## config.mk

```make
export PLATFORM = sky130hd
export DESIGN_NAME = ric_dev_flat
export DESIGN_NICKNAME = d
export VERILOG_FILES = /design/src/design/ric_dev_fix_note.sv /design/src/design/ric_pkg.sv /design/src/design/ric_link_if.sv /design/src/design/ric_dev.sv /design/src/flat_wrapper.sv
export SDC_FILE = /design/constraint.sdc
export NUM_CORES = 1
export LEC_CHECK = 0
export BUFFER_PORTS_ARGS = -buffer_cell sky130_fd_sc_hd__buf_2
export CAP_MARGIN = 30
export CORE_UTILIZATION = 64
export DETAILED_ROUTE_END_ITERATION = 16
export HOLD_SLACK_MARGIN = 0.03
export PLACE_DENSITY_LB_ADDON = 0.15
export SYNTH_ARGS = -nofsm -noshare
export SYNTH_HDL_FRONTEND = slang
export SYNTH_SLANG_ARGS = --single-unit
```

## constraint.sdc

```tcl
create_clock -name clk -period 6.9 [get_ports clk]
set_input_delay 0.345 -clock clk [delete_from_list [all_inputs] [get_ports clk]]
set_output_delay 0.345 -clock clk [all_outputs]
set_load 0.005 [all_outputs]
```

## src/design/ric_dev_fix_note.sv

```systemverilog
// Holds no logic; the two link ends are in ric_dev.sv and ric_host.sv.
// Assumes nothing of its surroundings.

```

## src/design/ric_pkg.sv

```systemverilog
// Shared constants, types and CRC arithmetic for the identity-code link.
// Assumes one 200 MHz clock on both ends of the link.
package ric_pkg;
    localparam int FAM_W = 8;
    localparam int SER_W = 48;
    localparam int BODY_W = 56;
    localparam int ID_W = 64;
    localparam int CNT_W = 6;
    localparam logic [7:0] CRC_INIT = 8'h00;
    // x^8 + x^5 + x^4 + 1 in right-shifting form
    localparam logic [7:0] CRC_TAPS = 8'h8c;
    localparam logic [2:0] BYTE_LAST = 3'h7;
    localparam logic [CNT_W-1:0] ID_LAST = 6'h3f;
    localparam logic [1:0] PH_A = 2'h0;
    localparam logic [1:0] PH_B = 2'h1;
    localparam logic [1:0] PH_W = 2'h2;
    // Selection command bytes
    localparam logic [7:0] CMD_READ_ID = 8'h01;
    localparam logic [7:0] CMD_MATCH = 8'h02;
    localparam logic [7:0] CMD_SEARCH = 8'h03;
    localparam logic [7:0] CMD_SKIP = 8'h04;
    localparam logic [7:0] CMD_RESUME = 8'h05;
    localparam logic [7:0] CMD_OD_SKIP = 8'h06;
    localparam logic [7:0] CMD_OD_MATCH = 8'h07;
    // Memory-level commands occupy MEM_CMD_BASE .. MEM_CMD_BASE + 7
    localparam logic [7:0] MEM_CMD_BASE = 8'h10;
    localparam logic [4:0] MEM_CMD_HI = 5'h02;
    // Bit rates and derived slot spacing
    localparam int CLK_HZ = 200_000_000;
    localparam int STD_RATE_BPS = 15_400;
    localparam int OD_RATE_BPS = 125_000;
    localparam int STD_BIT_CYC = CLK_HZ / STD_RATE_BPS;
    localparam int OD_BIT_CYC = CLK_HZ / OD_RATE_BPS;
    localparam int DIV_W = 16;

    typedef enum logic [2:0] {
        OP_READ_ID, OP_MATCH, OP_SEARCH, OP_SKIP,
        OP_RESUME, OP_OD_SKIP, OP_OD_MATCH, OP_BYTE
    } ric_op_t;

    // One shift step toward the LSB with feedback into top bit and taps
    function automatic logic [7:0] crc8_step(logic [7:0] r, logic b);
        logic fb;
        fb = b ^ r[0];
        return {1'b0, r[7:1]} ^ (fb ? CRC_TAPS : 8'h00);
    endfunction

    // Code body is shifted from bit 0 upward: family LSB first, then serial
    function automatic logic [7:0] crc8_block(logic [BODY_W-1:0] d);
        logic [7:0] r;
        r = CRC_INIT;
        for (int i = 0; i < BODY_W; i++) begin
            r = crc8_step(r, d[i]);
        end
        return r;
    endfunction

    function automatic logic is_mem_cmd(logic [7:0] b);
        return b[7:3] == MEM_CMD_HI;
    endfunction

    function automatic logic [7:0] op_code(ric_op_t op);
        logic [7:0] c;
        c = CMD_SKIP;
        unique case (op)
            OP_READ_ID: c = CMD_READ_ID;
            OP_MATCH: c = CMD_MATCH;
            OP_SEARCH: c = CMD_SEARCH;
            OP_SKIP: c = CMD_SKIP;
            OP_RESUME: c = CMD_RESUME;
            OP_OD_SKIP: c = CMD_OD_SKIP;
            OP_OD_MATCH: c = CMD_OD_MATCH;
            OP_BYTE: c = MEM_CMD_BASE;
        endcase
        return c;
    endfunction
endpackage

```

## src/design/ric_link_if.sv

```systemverilog
// Abstract bit-slot link between the bus master and the identity device.
// The master times every slot; the device only answers.
`timescale 1ns/100ps
interface ric_link_if;
    logic start;
    logic start_std;
    logic slot;
    logic slot_wr;
    logic m_bit;
    logic d_bit;
    logic d_ready;
    logic d_od;
    modport dev(input start, start_std, slot, slot_wr, m_bit,
                output d_bit, d_ready, d_od);
    modport host(output start, start_std, slot, slot_wr, m_bit,
                 input d_bit, d_ready, d_od);
endinterface

```

## src/design/ric_dev.sv

```systemverilog
// Identity device end: fixed identity code, selection commands, speed
// switch and an 8-word buffer for memory-level traffic.
// Assumes the master keeps slots far apart and honours d_ready.
`timescale 1ns/100ps

module ric_fifo #(
    parameter int W = 8,
    parameter int DEPTH = 8
) (
    // Clock and reset
    input wire logic clk,
    input wire logic rst_n,
    // Fill side
    input wire logic in_valid,
    output logic in_ready,
    input wire logic [W-1:0] in_data,
    // Drain side
    output logic out_valid,
    input wire logic out_ready,
    output logic [W-1:0] out_data
);
    localparam int AW = (DEPTH > 1) ? $clog2(DEPTH) : 1;
    localparam logic [AW-1:0] PTR_LAST = AW'(DEPTH - 1);
    localparam logic [AW:0] CNT_FULL = (AW + 1)'(DEPTH);

    if (DEPTH < 2 || W < 1) begin : g_bad
        $error("ric_fifo needs DEPTH >= 2 and W >= 1");
    end

    typedef struct packed {
        logic [DEPTH-1:0][W-1:0] mem;
        logic [AW-1:0] wp;
        logic [AW-1:0] rp;
        logic [AW:0] cnt;
    } ric_fst_t;

    ric_fst_t r_reg, r_next;
    logic do_push, do_pop;

    function automatic logic [AW-1:0] ptr_inc(logic [AW-1:0] p);
        return (p == PTR_LAST) ? '0 : p + 1'b1;
    endfunction

    assign in_ready = r_reg.cnt != CNT_FULL;
    assign out_valid = r_reg.cnt != '0;
    assign out_data = r_reg.mem[r_reg.rp];
    assign do_push = in_valid && in_ready;
    assign do_pop = out_valid && out_ready;

    always_comb begin
        r_next = r_reg;
        if (do_push) begin
            r_next.mem[r_reg.wp] = in_data;
            r_next.wp = ptr_inc(r_reg.wp);
        end
        if (do_pop) begin
            r_next.rp = ptr_inc(r_reg.rp);
        end
        if (do_push && !do_pop) begin
            r_next.cnt = r_reg.cnt + 1'b1;
        end else if (do_pop && !do_push) begin
            r_next.cnt = r_reg.cnt - 1'b1;
        end
    end

    always_ff @(posedge clk or negedge rst_n) begin
        if (!rst_n) begin
            r_reg <= '0;
        end else begin
            r_next_check: r_reg <= r_next;
        end
    end
endmodule

// Operation
// Code is family, serial, then CRC byte
// CRC uses x^8+x^5+x^4+1 feedback register
// CRC register starts cleared to zero
// Family LSB first, then serial, gives CRC
// Receiver shifts CRC in, expects zero
// All link bits travel LSB first
// Overdrive command switches to fast rate
// Selection command must precede memory commands
// Shift right, feedback into top and taps
module ric_dev
    import ric_pkg::*;
#(
    parameter logic [FAM_W-1:0] FAMILY_CODE = 8'h5a, // arbitrary value
    parameter logic [SER_W-1:0] SERIAL_NUM = 48'h0123_4567_89ab, // arbitrary
    parameter int FIFO_DEPTH = 8
) (
    // Clock and reset
    input wire logic clk,
    input wire logic rst_n,
    // Link to the bus master
    ric_link_if.dev link,
    // Received memory-level bytes
    output logic rx_valid,
    input wire logic rx_ready,
    output logic [7:0] rx_data,
    // Status
    output logic mem_open,
    output logic selected,
    output logic [ric_pkg::ID_W-1:0] id_code
);
    import ric_pkg::*;

    localparam logic [BODY_W-1:0] BODY = {SERIAL_NUM, FAMILY_CODE};
    localparam logic [ID_W-1:0] ID_CODE = {crc8_block(BODY), BODY};

    typedef enum logic [2:0] {
        D_IDLE, D_CMD, D_SEND, D_MATCH, D_SRCH, D_MEM, D_DATA, D_OFF
    } ric_dst_t;

    typedef struct packed {
        ric_dst_t st;
        logic [7:0] sh;
        logic [ID_W-1:0] id;
        logic [CNT_W-1:0] cnt;
        logic [1:0] ph;
        logic miss;
        logic sel;
        logic od;
        logic dbit;
        logic push;
        logic [7:0] pdata;
    } ric_dstate_t;

    ric_dstate_t r_reg, r_next;
    logic fifo_in_ready;
    logic [7:0] bt;
    logic byte_end;
    logic id_end;
    logic miss_n;

    // Byte assembly shared by the command states, LSB arrives first
    assign bt = {link.m_bit, r_reg.sh[7:1]};
    assign byte_end = r_reg.cnt[2:0] == BYTE_LAST;
    assign id_end = r_reg.cnt == ID_LAST;
    assign miss_n = r_reg.miss | (link.m_bit ^ r_reg.id[0]);

    always_comb begin
        r_next = r_reg;
        r_next.push = 1'b0;
        if (link.start) begin
            // A new transaction always begins with a selection command
            r_next.st = D_CMD;
            r_next.cnt = '0;
            if (link.start_std) begin
                r_next.od = 1'b0;
            end
        end else if (link.slot) begin
            unique case (r_reg.st)
                D_CMD: if (link.slot_wr) begin
                    r_next.sh = bt;
                    r_next.cnt = r_reg.cnt + 1'b1;
                    if (byte_end) begin
                        r_next.cnt = '0;
                        r_next.id = ID_CODE;
                        r_next.dbit = ID_CODE[0];
                        r_next.miss = 1'b0;
                        r_next.ph = PH_A;
                        unique case (bt)
                            CMD_READ_ID: r_next.st = D_SEND;
                            CMD_MATCH, CMD_OD_MATCH: r_next.st = D_MATCH;
                            CMD_SEARCH: r_next.st = D_SRCH;
                            CMD_SKIP, CMD_OD_SKIP: r_next.st = D_MEM;
                            CMD_RESUME: r_next.st = r_reg.sel ? D_MEM : D_OFF;
                            default: r_next.st = D_OFF;
                        endcase
                        // Speed changes only once the whole byte is in
                        if (bt == CMD_OD_SKIP || bt == CMD_OD_MATCH) begin
                            r_next.od = 1'b1;
                        end
                    end
                end
                D_SEND: if (!link.slot_wr) begin
                    r_next.id = {1'b0, r_reg.id[ID_W-1:1]};
                    r_next.dbit = r_reg.id[1];
                    r_next.cnt = r_reg.cnt + 1'b1;
                    if (id_end) begin
                        r_next.st = D_MEM;
                        r_next.cnt = '0;
                    end
                end
                D_MATCH: if (link.slot_wr) begin
                    // Keep listening after a miss so the bit count stays true
                    r_next.miss = miss_n;
                    r_next.id = {1'b0, r_reg.id[ID_W-1:1]};
                    r_next.cnt = r_reg.cnt + 1'b1;
                    if (id_end) begin
                        r_next.st = miss_n ? D_OFF : D_MEM;
                        r_next.sel = !miss_n;
                        r_next.cnt = '0;
                    end
                end
                D_SRCH: begin
                    if (r_reg.ph == PH_A && !link.slot_wr) begin
                        r_next.dbit = !r_reg.id[0];
                        r_next.ph = PH_B;
                    end else if (r_reg.ph == PH_B && !link.slot_wr) begin
                        r_next.ph = PH_W;
                    end else if (r_reg.ph == PH_W && link.slot_wr) begin
                        r_next.ph = PH_A;
                        if (link.m_bit != r_reg.id[0]) begin
                            r_next.st = D_OFF;
                            r_next.sel = 1'b0;
                        end else begin
                            r_next.id = {1'b0, r_reg.id[ID_W-1:1]};
                            r_next.dbit = r_reg.id[1];
                            r_next.cnt = r_reg.cnt + 1'b1;
                            if (id_end) begin
                                r_next.st = D_MEM;
                                r_next.sel = 1'b1;
                                r_next.cnt = '0;
                            end
                        end
                    end
                end
                D_MEM, D_DATA: if (link.slot_wr) begin
                    r_next.sh = bt;
                    r_next.cnt = r_reg.cnt + 1'b1;
                    if (byte_end) begin
                        r_next.cnt = '0;
                        // Unknown command bytes close the device until restart
                        if (r_reg.st == D_DATA || is_mem_cmd(bt)) begin
                            r_next.push = 1'b1;
                            r_next.pdata = bt;
                            r_next.st = D_DATA;
                        end else begin
                            r_next.st = D_OFF;
                        end
                    end
                end
                D_IDLE, D_OFF: begin
                end
            endcase
        end
    end

    always_ff @(posedge clk or negedge rst_n) begin
        if (!rst_n) begin
            r_reg <= '0;
        end else begin
            r_reg <= r_next;
        end
    end

    // Ready also drops while a push is pending, so a byte is never lost
    assign link.d_ready = fifo_in_ready && !r_reg.push;
    assign link.d_bit = r_reg.dbit;
    assign link.d_od = r_reg.od;
    assign mem_open = r_reg.st == D_MEM || r_reg.st == D_DATA;
    assign selected = r_reg.sel;
    assign id_code = ID_CODE;

    ric_fifo #(
        .W(8),
        .DEPTH(FIFO_DEPTH)
    ) u_fifo (
        .clk(clk),
        .rst_n(rst_n),
        .in_valid(r_reg.push),
        .in_ready(fifo_in_ready),
        .in_data(r_reg.pdata),
        .out_valid(rx_valid),
        .out_ready(rx_ready),
        .out_data(rx_data)
    );
endmodule

```

## src/flat_wrapper.sv

```systemverilog
// flat-port wrapper written by rule: the top's interface ports become plain ports
module ric_dev_flat import ric_pkg::*;
#(
    parameter logic [FAM_W-1:0] FAMILY_CODE = 8'h5a,                   
    parameter logic [SER_W-1:0] SERIAL_NUM = 48'h0123_4567_89ab,             
    parameter int FIFO_DEPTH = 8
)
  (clk, rst_n, rx_valid, rx_ready, rx_data, mem_open, selected, id_code, link_start, link_start_std, link_slot, link_slot_wr, link_m_bit, link_d_bit, link_d_ready, link_d_od);
  ric_link_if link_i ();
  input wire logic clk;
  input wire logic rst_n;
  output logic rx_valid;
  input wire logic rx_ready;
  output logic [7:0] rx_data;
  output logic mem_open;
  output logic selected;
  output logic [ric_pkg::ID_W-1:0] id_code;
  input wire logic [$bits(link_i.start)-1:0] link_start;
  input wire logic [$bits(link_i.start_std)-1:0] link_start_std;
  input wire logic [$bits(link_i.slot)-1:0] link_slot;
  input wire logic [$bits(link_i.slot_wr)-1:0] link_slot_wr;
  input wire logic [$bits(link_i.m_bit)-1:0] link_m_bit;
  output wire logic [$bits(link_i.d_bit)-1:0] link_d_bit;
  output wire logic [$bits(link_i.d_ready)-1:0] link_d_ready;
  output wire logic [$bits(link_i.d_od)-1:0] link_d_od;
  assign link_i.start = link_start;
  assign link_i.start_std = link_start_std;
  assign link_i.slot = link_slot;
  assign link_i.slot_wr = link_slot_wr;
  assign link_i.m_bit = link_m_bit;
  assign link_d_bit = link_i.d_bit;
  assign link_d_ready = link_i.d_ready;
  assign link_d_od = link_i.d_od;
  ric_dev #(.FAMILY_CODE(FAMILY_CODE), .SERIAL_NUM(SERIAL_NUM), .FIFO_DEPTH(FIFO_DEPTH)) u_core (.clk(clk), .rst_n(rst_n), .link(link_i), .rx_valid(rx_valid), .rx_ready(rx_ready), .rx_data(rx_data), .mem_open(mem_open), .selected(selected), .id_code(id_code));
endmodule
```

==> impl_metrics.csv <==
group,metric,value,unit
clock_network,cts_tree,"built",
grt,grt-ovfl-total,0,
clock_network,cts_post_setup_buffers_inserted,0,
yosys,ys_seq_area_share,50.1,%
timing,hold_viol_final,0,
clock_network,cts.path.max_buffers,2,
critical_path,end_kind,"register",
timing,maxSlewViolCount,0,
power_and_ir_drop,ir_drop,0.257,mV
run,cap_viol_max_count,0,
critical_path,path_cells,"nor2b_1 -> a21boi_0 -> o221ai_4 -> buf_4 -> nor3_4 -> a22o_1",
floorplan,row_count,41,
routing,ant_nets,0,
timing,slew_headroom,31.9,%
yosys,netlist_area,8440,µm²
layout,drive_gt1_share,23.3,%
critical_path,max_stage_delay,0.82,ns
routing,viasPerCell,5.64,
grt,grt_max_degree,90,
yosys,synth_edf_count,0,
critical_path,cp.required,7.21,ns
layout,largest_register_ffs,85,
routing,drt-initial-drc-count,362,
floorplan,io_pins,86,
clock_network,ctsHoldBuffers,1,
layout,fin_cells,948,
power_and_ir_drop,p_leak,4.17,nW
placement,placed_cells,914,
placement,place_hpwl,10100,µm
grt,grt_use_total,24.7,%
layout,final_common_cell,"dfrtp_1",
routing,wl,15400,µm
routing,wire_per_inst,16.3,µm
layout,final_cell_mix,"169 x dfrtp_1, 125 x nand2_1, 94 x mux2_2, 64 x conb_1, 43 x o21ai_0",
clock_network,insertion_delay,0.42,ns
layout,antenna_cells,0,
worst_hold_path,hp-class,"in2reg",
timing,finClkSkew,0.00790,ns
layout,finish.utilization,70.7,%
layout,area_delta_synth_final,6.46,%
floorplan,die_area,13700,µm²
critical_path,critPathBufInv,1,
grt,grt_pass1_vias,5079,
grt,antenna_found_initial,0,
critical_path,critPathMaxFanout,83,
run_status,outcome,"finished, final reports clean",
routing,num_vias,5347,
yosys,postSynthCellCount,764,
yosys,ys_seq_elements,169,
yosys,avgSynthCellArea,11.1,µm²
timing,period_needed,3.26,ns
layout,num-fill-cells,945,
clock_network,post_cts_resized,0,
floorplan,initial_utilization,66.4,%
routing,drc,0,
clock_network,cts_made_buffers,17,
yosys,synth_cell_types,67,
floorplan,die_w,117,µm
layout,fin_nets,781,
yosys,ys_dominant_reg_cell,"dfrtp_1",
grt,grt_pass1_wl,25400,µm
yosys,async_flop_share,100,%
yosys,synth_warnings,0,
timing,rsz0062_at_grt,"false",
critical_path,cpMaxStageDelayCell,"o221ai_4",
placement,port_buffers,21,
clock_network,clock-sinks,169,
placement,gp_congestion,0.947,
timing,worst_pin_slew,1.02,ns
timing,timing.fmax,306,MHz
critical_path,cp_top_family,"compound AO/OA/AOI/OAI gates",
clock_network,cts_root_buffer,"clkbuf_16",
timing,fin_crit_sh,47.3,%
power_and_ir_drop,power_density,333,nW/µm²
floorplan,die_h,117,µm
clock_network,path_clk_slew,0.06,ns
critical_path,crit_type,"reg2reg",
critical_path,cp.arrival,3.57,ns
floorplan,core-area,12700,µm²
timing,fin_hold_ws,0.224,ns
critical_path,critPathLaunchType,"register",
timing,setup-violations-final,0,
clock_network,h-tree-depth,4,
timing,tns,0,ns
routing,firstDrtPassIters,4,
[cells in the mapped netlist, drive strengths merged, types with 3 or more instances]
master	count	area, µm²
ha	9	113
nand2b	9	56.3
nand2	125	469
o21ai	73	365
buf	89	646
clkbuf	22	88.8
or3	3	18.8
dfrtp	169	4230
inv	8	30.0
xnor2	5	43.8
nor2	11	41.3
o221ai	3	32.5
a21o	4	30.0
nand3b	5	37.5
nand3	7	35.0
nor3	9	61.3
nor2b	7	43.8
a21oi	40	200
mux2	94	1060
mux4	16	360
a211oi	4	30.0
[cell families after synthesis]
| family | Yosys count | share of synthesized area [%] |
|---|---|---|
| buffers and inverters | 119 | 9.05 |
| muxes | 112 | 17.0 |
| and+or+nand+nor | 196 | 11.1 |
| DFF | 169 | 50.1 |
| AOI/OAI and AO/OA | 149 | 10.3 |
| other | 2 | 0.0889 |
| xor gates and xnor gates | 7 | 0.726 |
| adders and majority gates | 10 | 1.57 |
[metal layers]
metal	GRT usage, %	share of wire (%)	vias to the layer above
li1	-	-	2542
met1	31.5	43	2658
met2	41.5	51	120
met3	5.20	3.5	27
met4	10.5	1.9	0
met5	0	0	-
[where the power goes]
part	internal (mW)	total [mW]	leakage [nW]	switching, mW
Clock	0.572	0.948	0.296	0.376
Sequential	1.17	1.40	2.31	0.224
Combinational	0.286	0.651	1.57	0.365
Total	2.03	2.99	4.17	0.964
[through the flow]
step | total power, mW | worst slack [ns] | instance area, µm²
2_1_floorplan | 1.92 | 4.56 | 8680
3_3_place_gp | 2.00 | 3.75 | 8320
3_5_place_dp | 2.06 | 3.66 | 8350
4_1_cts | 3.02 | 3.66 | 8960
5_1_grt | 3.18 | 3.32 | 8990
6_report | 2.99 | 3.64 | 8990
[worst reg2reg max path, stage by stage (launching register included)]
cell and delay (ns):
dfrtp_1 0.70, nor2b_1 0.34, a21boi_0 0.23, o221ai_4 0.82
buf_4 0.71, nor3_4 0.13, a22o_1 0.23
[final timing paths]
check / endpoint / start / cells after the start / slack (ns)
max in group asynchronous: u_core.u_fifo.r_reg[19] / rst_n / 4 / 5.24
min in group asynchronous: u_core.u_fifo.r_reg[4] / rst_n / 2 / 0.55
worst min-delay path: u_core.link.d_od / link_start_std / 3 / 0.22
worst min register to register: u_core.r_reg[44] / u_core.r_reg[44] / 2 / 0.48
worst max-delay path: u_core.link.d_od / u_core.r_reg[93] / 6 / 3.64
worst max register to register: u_core.link.d_od / u_core.r_reg[93] / 6 / 3.64
[area by class of cell]
| class | count | area, µm² | share of cell area [%] |
|---|---|---|---|
| sequential | 169 | 4230 | 47.0 |
| timing repair buffer | 29 | 214 | 2.38 |
| clock buffer | 22 | 484 | 5.39 |
| clock inverter | 10 | 118 | 1.31 |
| inverter | 8 | 30.0 | 0.334 |
| tap | 172 | 215 | 2.39 |
| multi-input combinational | 538 | 3700 | 41.1 |
(Power assumes the default switching activity.)
